[src/rtl/psag_pkg.sv]
// Package of constants and carrier types for the program-space address generator
package psag_pkg;

  // ==========================================================================
  // Widths
  localparam int unsigned DW       = 16;
  localparam int unsigned PW       = 24;
  localparam int unsigned NEAR_W   = 13;
  localparam int unsigned PAGE_W   = 8;
  localparam int unsigned REG_W    = 4;
  localparam int unsigned LIT5_W   = 5;
  localparam int unsigned LIT10_W  = 10;
  localparam int unsigned BRA_W    = 16;
  localparam int unsigned HOLD_W   = 14;

  // ==========================================================================
  // Field positions and fixed values
  localparam int unsigned EA_MSB       = 15;
  localparam int unsigned PAGE_MSB     = 7;
  localparam int unsigned NUM_WREGS    = 16;
  localparam logic [REG_W-1:0] WREG0   = 4'h0;
  localparam logic [DW-1:0]    STEP_WD = 16'h0002;
  localparam logic [DW-1:0]    STEP_BY = 16'h0001;
  localparam logic [DW-1:0]    ZERO_DW = 16'h0000;
  localparam logic [PW-1:0]    ZERO_PW = 24'h000000;
  localparam logic [7:0]       ZERO_B  = 8'h00;
  localparam logic [PAGE_W-1:0] PAGE_RST = 8'h00;
  localparam logic [PW-1:0]    PC_RST  = 24'h000000;
  localparam logic [PW-1:0]    PC_STEP = 24'h000002;

  // ==========================================================================
  // Operand / addressing modes
  typedef enum logic [2:0] {
    PSAG_AM_DIRECT,
    PSAG_AM_IND,
    PSAG_AM_POSTINC,
    PSAG_AM_POSTDEC,
    PSAG_AM_PRE,
    PSAG_AM_INDEXED,
    PSAG_AM_LITOFF,
    PSAG_AM_FILE
  } psag_am_e;

  // Operation class
  typedef enum logic [2:0] {
    PSAG_OP_NONE,
    PSAG_OP_FILE,
    PSAG_OP_MOVE,
    PSAG_OP_ALU3,
    PSAG_OP_TBL_RD_LO,
    PSAG_OP_TBL_RD_HI,
    PSAG_OP_TBL_WR_LO,
    PSAG_OP_TBL_WR_HI
  } psag_op_e;

  // Second operand source for three-operand instructions
  typedef enum logic [1:0] {
    PSAG_SRC_DEFAULT_WORKING_REG,
    PSAG_SRC_MEM,
    PSAG_SRC_LIT5,
    PSAG_SRC_LIT10
  } psag_src_e;

  // Decoded instruction fields from the core
  typedef struct packed {
    logic                 valid;
    psag_op_e             op;
    psag_am_e             src_am;
    psag_am_e             dst_am;
    logic [REG_W-1:0]     src_reg;
    logic [REG_W-1:0]     dst_reg;
    logic [REG_W-1:0]     base_reg;
    psag_src_e            opnd2;
    logic [LIT10_W-1:0]   literal;
    logic [NEAR_W-1:0]    file_addr;
    logic [DW-1:0]        pre_offset;
    logic                 byte_mode;
    logic                 to_default_working_reg;
    logic                 is_multiply;
    logic                 is_move;
    logic [DW-1:0]        wdata;
  } psag_instr_s;

  // Branch / interrupt hold literals
  typedef struct packed {
    logic                 branch_op;
    logic [BRA_W-1:0]     branch_lit;
    logic                 interrupt_hold_op;
    logic [HOLD_W-1:0]    hold_lit;
    logic                 fetch_adv;
  } psag_flow_s;

  // Generated addresses and read data
  typedef struct packed {
    logic                 valid;
    logic [DW-1:0]        src_ea;
    logic [DW-1:0]        dst_ea;
    logic [DW-1:0]        operand1;
    logic [DW-1:0]        operand2;
    logic [REG_W-1:0]     result_reg;
    logic                 result_to_reg;
    logic                 pair_write;
    logic [PW-1:0]        prog_addr;
    logic                 prog_rd;
    logic                 prog_wr;
    logic                 prog_wr_hi;
    logic                 prog_cfg;
    logic                 window_hit;
    logic [DW-1:0]        table_data;
  } psag_out_s;

endpackage : psag_pkg

[src/rtl/psag_core.sv]
// Effective-address and program-space address generator of the core
`timescale 1ns/1ps
// ============================================================================
module psag_core (
  // Clock and reset
  input  wire logic                        clock_i,
  input  wire logic                        nrst_i,
  // Instruction and flow fields from the decoder
  input  wire psag_pkg::psag_instr_s       instr_i,
  input  wire psag_pkg::psag_flow_s        flow_i,
  // Page registers and window enable
  input  wire logic                        page_we_i,
  input  wire logic                        page_sel_i,
  input  wire logic [psag_pkg::PAGE_W-1:0] page_wdata_i,
  input  wire logic                        window_en_i,
  // Program memory read data
  input  wire logic [psag_pkg::PW-1:0]     prog_rdata_i,
  // Generated addresses and data
  output psag_pkg::psag_out_s              out_o,
  output logic      [psag_pkg::PW-1:0]     pc_o,
  output logic      [psag_pkg::PW-1:0]     branch_target_o,
  output logic      [psag_pkg::HOLD_W-1:0] hold_count_o,
  output logic      [psag_pkg::DW-1:0]     pointer_dbg_o
);

  // ==========================================================================
  // State
  typedef struct packed {
    logic [psag_pkg::NUM_WREGS-1:0][psag_pkg::DW-1:0] default_working_reg;
    logic [psag_pkg::PAGE_W-1:0]                    table_page_reg;
    logic [psag_pkg::PAGE_W-1:0]                    visibility_page_reg;
    logic [psag_pkg::PW-1:0]                        pc;
    logic [psag_pkg::PW-1:0]                        branch_target;
    logic [psag_pkg::HOLD_W-1:0]                    hold_count;
    psag_pkg::psag_out_s                            out;
    logic                                           tbl_rd_lo;
    logic                                           tbl_rd_hi;
    logic                                           byte_mode;
    logic                                           byte_sel;
  } psag_state_s;

  psag_state_s state_q;
  psag_state_s state_d;

  // Working variables of the combinational process
  logic [psag_pkg::DW-1:0] ptr_src;
  logic [psag_pkg::DW-1:0] ptr_dst;
  logic [psag_pkg::DW-1:0] base_val;
  logic [psag_pkg::DW-1:0] lit_ext;
  logic [psag_pkg::DW-1:0] step;
  logic [psag_pkg::DW-1:0] src_ea;
  logic [psag_pkg::DW-1:0] dst_ea;
  logic [psag_pkg::DW-1:0] src_upd;
  logic [psag_pkg::DW-1:0] dst_upd;
  logic                    src_wb;
  logic                    dst_wb;
  logic [psag_pkg::DW-1:0] tdata;

  // EA for one addressing mode; returns the written-back pointer through upd
  function automatic logic [psag_pkg::DW-1:0] calc_ea(
    input  psag_pkg::psag_am_e      am,
    input  logic [psag_pkg::DW-1:0] ptr,
    input  logic [psag_pkg::DW-1:0] base,
    input  logic [psag_pkg::DW-1:0] lit,
    input  logic [psag_pkg::DW-1:0] pre,
    input  logic [psag_pkg::DW-1:0] stp,
    output logic [psag_pkg::DW-1:0] upd,
    output logic                    wb
  );
    logic [psag_pkg::DW-1:0] ea;
    ea  = ptr;
    upd = ptr;
    wb  = 1'b0;
    case (am)
      psag_pkg::PSAG_AM_IND: begin
        ea = ptr;
      end
      psag_pkg::PSAG_AM_POSTINC: begin
        ea  = ptr;
        upd = psag_pkg::DW'(ptr + stp);
        wb  = 1'b1;
      end
      psag_pkg::PSAG_AM_POSTDEC: begin
        ea  = ptr;
        upd = psag_pkg::DW'(ptr - stp);
        wb  = 1'b1;
      end
      psag_pkg::PSAG_AM_PRE: begin
        upd = psag_pkg::DW'(ptr + pre);
        ea  = upd;
        wb  = 1'b1;
      end
      psag_pkg::PSAG_AM_INDEXED: begin
        ea = psag_pkg::DW'(ptr + base);
      end
      psag_pkg::PSAG_AM_LITOFF: begin
        ea = psag_pkg::DW'(ptr + lit);
      end
      default: begin
        ea = ptr;
      end
    endcase
    return ea;
  endfunction : calc_ea

  // ==========================================================================
  // Next-state logic
  always_comb begin
    state_d  = state_q;
    ptr_src  = state_q.default_working_reg[instr_i.src_reg];
    ptr_dst  = state_q.default_working_reg[instr_i.dst_reg];
    base_val = state_q.default_working_reg[instr_i.base_reg];
    src_ea   = psag_pkg::ZERO_DW;
    dst_ea   = psag_pkg::ZERO_DW;
    src_upd  = ptr_src;
    dst_upd  = ptr_dst;
    src_wb   = 1'b0;
    dst_wb   = 1'b0;
    tdata    = psag_pkg::ZERO_DW;
    // Byte ops step the pointer by one, word ops by two
    step     = instr_i.byte_mode ? psag_pkg::STEP_BY : psag_pkg::STEP_WD;
    // Ten-bit literal for the wide forms, five-bit otherwise
    if (instr_i.opnd2 == psag_pkg::PSAG_SRC_LIT10) begin
      lit_ext = {{(psag_pkg::DW-psag_pkg::LIT10_W){1'b0}}, instr_i.literal};
    end else begin
      lit_ext = {{(psag_pkg::DW-psag_pkg::LIT5_W){1'b0}}, instr_i.literal[psag_pkg::LIT5_W-1:0]};
    end

    // Program counter steps one word, i.e. two address units, on each cycle with fetch_adv set
    if (flow_i.fetch_adv) begin
      state_d.pc = psag_pkg::PW'(state_q.pc + psag_pkg::PC_STEP);
    end
    // Branch target from signed literal; hold count from unsigned field
    if (flow_i.branch_op) begin
      state_d.branch_target = psag_pkg::PW'(state_q.pc
        + {{(psag_pkg::PW-psag_pkg::BRA_W){flow_i.branch_lit[psag_pkg::BRA_W-1]}}, flow_i.branch_lit});
    end
    if (flow_i.interrupt_hold_op) begin
      state_d.hold_count = flow_i.hold_lit;
    end

    // Page register writes
    if (page_we_i && !page_sel_i) begin
      state_d.table_page_reg = page_wdata_i;
    end
    if (page_we_i && page_sel_i) begin
      state_d.visibility_page_reg = page_wdata_i;
    end

    // Result path defaults
    state_d.out.valid         = 1'b0;
    state_d.out.prog_rd       = 1'b0;
    state_d.out.prog_wr       = 1'b0;
    state_d.out.prog_wr_hi    = 1'b0;
    state_d.out.window_hit    = 1'b0;
    state_d.out.pair_write    = 1'b0;
    state_d.out.result_to_reg = 1'b0;
    state_d.tbl_rd_lo         = 1'b0;
    state_d.tbl_rd_hi         = 1'b0;

    if (instr_i.valid) begin
      state_d.out.valid = 1'b1;
      state_d.byte_mode = instr_i.byte_mode;
      case (instr_i.op)
        psag_pkg::PSAG_OP_FILE: begin
          // Direct address limited to near space; move may use a full EA
          if (instr_i.is_move && instr_i.src_am != psag_pkg::PSAG_AM_FILE) begin
            src_ea = calc_ea(instr_i.src_am, ptr_src, base_val, lit_ext, instr_i.pre_offset, step,
                             src_upd, src_wb);
          end else begin
            src_ea = {{(psag_pkg::DW-psag_pkg::NEAR_W){1'b0}}, instr_i.file_addr};
          end
          dst_ea = src_ea;
          state_d.out.operand1   = state_q.default_working_reg[psag_pkg::WREG0];
          state_d.out.result_reg = instr_i.is_multiply ? instr_i.dst_reg : psag_pkg::WREG0;
          state_d.out.result_to_reg = instr_i.to_default_working_reg || instr_i.is_multiply;
          state_d.out.pair_write    = instr_i.is_multiply;
        end
        psag_pkg::PSAG_OP_MOVE: begin
          // Source and destination modes are independent, base field shared
          src_ea = calc_ea(instr_i.src_am, ptr_src, base_val, lit_ext, instr_i.pre_offset, step,
                           src_upd, src_wb);
          dst_ea = calc_ea(instr_i.dst_am, ptr_dst, base_val, lit_ext, instr_i.pre_offset, step,
                           dst_upd, dst_wb);
          state_d.out.operand1      = (instr_i.src_am == psag_pkg::PSAG_AM_DIRECT) ? ptr_src : src_ea;
          state_d.out.result_reg    = instr_i.dst_reg;
          state_d.out.result_to_reg = (instr_i.dst_am == psag_pkg::PSAG_AM_DIRECT);
        end
        psag_pkg::PSAG_OP_ALU3: begin
          state_d.out.operand1 = base_val;
          case (instr_i.opnd2)
            psag_pkg::PSAG_SRC_DEFAULT_WORKING_REG: state_d.out.operand2 = ptr_src;
            psag_pkg::PSAG_SRC_MEM: begin
              src_ea = calc_ea(instr_i.src_am, ptr_src, base_val, lit_ext, instr_i.pre_offset, step,
                               src_upd, src_wb);
              state_d.out.operand2 = src_ea;
            end
            default: state_d.out.operand2 = lit_ext;
          endcase
          dst_ea = calc_ea(instr_i.dst_am, ptr_dst, base_val, lit_ext, instr_i.pre_offset, step,
                           dst_upd, dst_wb);
          state_d.out.result_reg    = instr_i.dst_reg;
          state_d.out.result_to_reg = (instr_i.dst_am == psag_pkg::PSAG_AM_DIRECT);
        end
        psag_pkg::PSAG_OP_TBL_RD_LO, psag_pkg::PSAG_OP_TBL_RD_HI,
        psag_pkg::PSAG_OP_TBL_WR_LO, psag_pkg::PSAG_OP_TBL_WR_HI: begin
          src_ea = calc_ea(instr_i.src_am, ptr_src, base_val, lit_ext, instr_i.pre_offset, step,
                           src_upd, src_wb);
          // Full EA kept, no alignment forced for table operations
          state_d.out.prog_addr = {state_q.table_page_reg, src_ea};
          state_d.out.prog_cfg  = state_q.table_page_reg[psag_pkg::PAGE_MSB];
          state_d.byte_sel      = src_ea[0];
          state_d.out.prog_rd   = (instr_i.op == psag_pkg::PSAG_OP_TBL_RD_LO)
                               || (instr_i.op == psag_pkg::PSAG_OP_TBL_RD_HI);
          state_d.out.prog_wr   = (instr_i.op == psag_pkg::PSAG_OP_TBL_WR_LO)
                               || (instr_i.op == psag_pkg::PSAG_OP_TBL_WR_HI);
          state_d.out.prog_wr_hi = (instr_i.op == psag_pkg::PSAG_OP_TBL_WR_HI);
          state_d.tbl_rd_lo     = (instr_i.op == psag_pkg::PSAG_OP_TBL_RD_LO);
          state_d.tbl_rd_hi     = (instr_i.op == psag_pkg::PSAG_OP_TBL_RD_HI);
          state_d.out.operand1  = instr_i.wdata;
        end
        default: begin
          state_d.out.valid = 1'b0;
        end
      endcase

      // Data EA in the upper half maps through the visibility page (reads only)
      if (instr_i.op != psag_pkg::PSAG_OP_TBL_RD_LO && instr_i.op != psag_pkg::PSAG_OP_TBL_RD_HI
          && instr_i.op != psag_pkg::PSAG_OP_TBL_WR_LO && instr_i.op != psag_pkg::PSAG_OP_TBL_WR_HI
          && window_en_i && src_ea[psag_pkg::EA_MSB]) begin
        state_d.out.prog_addr  = {1'b0, state_q.visibility_page_reg,
                                  src_ea[psag_pkg::EA_MSB-1:1], 1'b0};
        state_d.out.prog_cfg   = 1'b0;
        state_d.out.prog_rd    = 1'b1;
        state_d.out.prog_wr    = 1'b0;
        state_d.out.window_hit = 1'b1;
        state_d.tbl_rd_lo      = 1'b1;
        state_d.byte_sel       = 1'b0;
      end

      state_d.out.src_ea = src_ea;
      state_d.out.dst_ea = dst_ea;
      // Destination writeback last so it wins when both name one register
      if (src_wb) begin
        state_d.default_working_reg[instr_i.src_reg] = src_upd;
      end
      if (dst_wb) begin
        state_d.default_working_reg[instr_i.dst_reg] = dst_upd;
      end
    end

    // Table read data returns one cycle after the program address
    if (state_q.tbl_rd_lo) begin
      if (state_q.byte_mode && !state_q.out.window_hit) begin
        tdata = {psag_pkg::ZERO_B, state_q.byte_sel ? prog_rdata_i[15:8] : prog_rdata_i[7:0]};
      end else begin
        tdata = prog_rdata_i[15:0];
      end
      state_d.out.table_data = tdata;
    end else if (state_q.tbl_rd_hi) begin
      if (state_q.byte_mode && state_q.byte_sel) begin
        tdata = psag_pkg::ZERO_DW;
      end else begin
        tdata = {psag_pkg::ZERO_B, prog_rdata_i[23:16]};
      end
      state_d.out.table_data = tdata;
    end
  end

  // ==========================================================================
  // State register, synchronous active-low reset
  always_ff @(posedge clock_i) begin
    if (!nrst_i) begin
      state_q <= '0;
      state_q.pc <= psag_pkg::PC_RST;
      state_q.table_page_reg <= psag_pkg::PAGE_RST;
      state_q.visibility_page_reg <= psag_pkg::PAGE_RST;
    end else begin
      state_q <= state_d;
    end
  end

  // Outputs straight from the state register, except pointer_dbg_o, which instr_i.src_reg selects
  assign out_o           = state_q.out;
  assign pc_o            = state_q.pc;
  assign branch_target_o = state_q.branch_target;
  assign hold_count_o    = state_q.hold_count;
  assign pointer_dbg_o   = state_q.default_working_reg[instr_i.src_reg];

endmodule : psag_core

[config.mk]
export PLATFORM = sky130hd
export DESIGN_NAME = psag_core
export DESIGN_NICKNAME = d
export VERILOG_FILES = /design/src/rtl/psag_pkg.sv /design/src/rtl/psag_core.sv
export SDC_FILE = /design/constraint.sdc
export NUM_CORES = 2
export LEC_CHECK = 0
export BUFFER_PORTS_ARGS = -buffer_cell sky130_fd_sc_hd__buf_2
export CORE_MARGIN = 5
export CORE_UTILIZATION = 56
export DETAILED_ROUTE_END_ITERATION = 7
export HOLD_SLACK_MARGIN = 0.08
export PLACE_DENSITY_LB_ADDON = 0.15
export RECOVER_POWER = 50
export REMOVE_ABC_BUFFERS = 1
export SYNTH_ARGS = -nofsm -noshare
export SYNTH_HDL_FRONTEND = slang
export SYNTH_SLANG_ARGS = --single-unit
[constraint.sdc]
create_clock -name clock_i -period 11.2 [get_ports clock_i]
set_input_delay 1.12 -clock clock_i [delete_from_list [all_inputs] [get_ports clock_i]]
set_output_delay 1.12 -clock clock_i [all_outputs]
set_load 0.1 [all_outputs]
==> metrics.md <==
| Metric | Value |
|---|---|
| Reg2reg end | out_o[41] |
| CTS buffer count | 50 |
| Max VDD drop | 0.118 mV |
| Dpl ws | 3.55 ns |
| Worst-path fanout max | 41 |
| Root buf cell | clkbuf_16 |
| Core Footprint | 0.0587 mm² |
| Top cell type's share of synthesized area | 27.5% |
| Least-Margin Pin Slew | 5.10 ns |
| Setup crit start kind | primary input |
| Worst stage delay on the critical path | 1.94 ns |
| Site Rows | 89 |
| DRC violations left | 0 |
| Violated checks | capacitance limit, slew limit |
| WS Path Type | in2reg |
| Final Non-Filler Cells | 4613 |
| Synthesized instance count | 3799 |
| Clock tree buffer depth | 3 |
| #FFs+latches synth | 452 |
| Setup bufs post-CTS | 0 |
| Clock sinks | 452 |
| CP dominant cell by count | o211ai_1 |
| Hold WC Path Type | reg2reg |
| Status | finished with violations |
| Leakage Power | 13.5 nW |
| WL/cell | 28.0 µm |
| Sequential element share of the synthesized area | 27.5% |
| Hold_ws | 0.453 ns |
| CTS H-tree lvls | 2 |
| FF-to-FF setup slack | 4.84 ns |
| Footprint of the multi-input gates | 0.0212 mm² |
| Worst Hold Path EP | out_o[110] |
| Gr ovfl total | 0 |
| Routed wire length | 129 mm |
| PortBufs | 345 |
| Hold path startpoint | out_o[110] |
| Worst hold stages | 2 |
| Starting Density | 56.1% |
| Number of synthesized flops with an enable pin | 0 |
| Ys flop type | dfxtp_1 |
| Largest cells by area after synthesis | dfxtp_1 (27%), mux4_2 (16%), o21ai_0 (5.1%) |
| Final WS setup | 2.23 ns |
| Max_slew headroom | -240% |
| RSZ-0062 raised after global routing | false |
| Wire length of the first global-routing pass | 191 mm |
| Final #Nets | 4075 |
| Total track usage | 38.4% |
| I/O pin count | 347 |
| Fill cells | 5297 |
| Worst path slowest cell | clkbuf_1 |
| Fmax achieved | 112 MHz |
| Most frequent cells after synthesis | dfxtp_1 (452), o21ai_0 (336), a21oi_1 (331), nand2_1 (322), nor2_1 (306) |
| Die Y | 253 µm |
| Max Clock Skew | 0.0257 ns |
| Final setup violation count | 0 |
| Cell area after placement | 0.0338 mm² |
| Via density | 7.13 |
| Seq. cell area | 0.00905 mm² |
| Clk slew on worst S/H paths | 0.06 ns |
| Final ANT Viol Nets | 0 |
| Area grow syn2layout | 6.87% |
| CTS tree | built |
| Die area | 0.0638 mm² |
| Initial antenna violation count | 7 |
| Via count of the routed design | 32900 |
| Final instance area | 0.0352 mm² |
| Critical Path AT | 9.28 ns |
| Vias in the first global route | 30600 |
| Die W | 253 µm |
| Layout cells sized above 1 | 15.5% |
| GP Congestion | 0.995 |
| Synth async-reset ratio | 0% |
| Utilization after layout | 60.0% |
| Required time worst endpoint | 11.51 ns |
| Top-count cell post-synth | dfxtp_1 |
| Final worst-path cycle share | 80.1% |
| Cell accounting for the most synthesized area | dfxtp_1 |
| Power per cell area | 120 mW/mm² |
| Placed cells | 4520 |
| Critical R2R Launch | state_q[374] |
| Synth unique cells | 91 |
| Warnings, synthesis | 0 |
| Total power | 4.21 mW |
| CTS resizes | 0 |
| Max-cap viol count | 7 |
| Synth Cell Area | 0.0329 mm² |
| Crit-path leading delay family | buffers and inverters |
| Clk_lat worst skew | 0.63 ns |
| Final setup TNS | 0 ns |
| Buf/Inv on CP | 3 |
| Largest net degree at the start of global routing | 153 |
| Hold buffers post-CTS | 0 |
| HPWL after detailed placement | 92.5 mm |
| R2R depth | 16 |
| Crit end category | flip-flop |
| Pins Over Slew Limit | 372 |
| Avg Inst Size Synth | 8.67 µm² |
| Tmin final | 8.97 ns |
| Fin. Hold Viols | 0 |
| 1st-iter DRT viols | 4979 |
| First-pass detailed-route iteration total | 6 |
| Critical path, cell by cell | clkbuf_1 > buf_4 > mux4_2 > mux2_2 > o21ai_0 > inv_1 > ha_1 > a21oi_1 > o211ai_1 > and3_1 > nor4_1 > nor2_1 > o211ai_1 > mux2i_1 > nor4_4 > o21ai_2 > a221oi_1 > nor3_1 |
==> metal layers <==
| layer | wire, µm | global-route usage, % | vias up |
|---|---|---|---|
| met5 | 27 | 0 | - |
| li1 | - | - | 14200 |
| met2 | 55400 | 58.3 | 2631 |
| met1 | 47800 | 51.0 | 15500 |
| met4 | 8050 | 19.2 | 4 |
| met3 | 17900 | 9.82 | 531 |
==> cell type report <==
type	instances	area share (%)
Antenna cell	4	0.0284
Multi-Input combinational cell	2820	60.2
Sequential cell	452	25.7
Timing Repair Buffer	417	5.80
Clock buffer	70	4.23
Clock inverter	19	0.661
Inverter	58	0.625
Tap cell	773	2.75
==> cells in the final DEF (no fill, tap or decap), drive strengths merged, types with 59 or more instances in the layout <==
cell	count
inv	60
ha	116
nand2	323
o22ai	159
clkbuf	267
buf	220
a21oi	332
nor2	306
mux4	234
xnor2	64
dfxtp	452
o21ai	365
nand3	103
mux2i	59
nor3	84
==> where the power goes <==
group          internal (mW)  switching [mW]  total (mW)
Clock                   1.04           0.724        1.76
Combinational          0.193           0.586       0.780
Sequential              1.64          0.0279        1.67
==> cells by family after synthesis <==
kind of cell    after synthesis  synth area share (%)
buf+inv                     527                  8.28
simple gates                993                  13.6
mux                         314                  18.5
other cells                   1                0.0114
xor+xnor                    109                  2.90
fa+ha+maj                   124                  4.86
flops                       452                  27.5
compound gates             1279                  24.4
==> worst max path at each step <==
stage / start / end / slack [ns] / cells after the start
final: instr_i[70] / out_o[41] / 2.23 / 18
after global routing: instr_i[70] / out_o[37] / 1.87 / 18
after CTS: instr_i[70] / out_o[33] / 4.15 / 18
after detailed placement: instr_i[70] / out_o[33] / 3.55 / 18
after global placement: instr_i[70] / out_o[28] / 3.65 / 18
after floorplan: instr_i[69] / out_o[32] / 5.01 / 16
==> worst min-delay path, delay by kind of cell (launching register included) <==
| family | cells | cell delay [ns] |
|---|---|---|
| AND/OR/NAND/NOR | 2 | 0.09 |
| flip-flops | 1 | 0.31 |
==> sequential cells by signal (all words and copies together) (netlist names) <==
register,cells
state_q,276
out_o,115
branch_target_o,24
pc_o,23
hold_count_o,14
No activity file was read; power rests on OpenSTA's default activity.
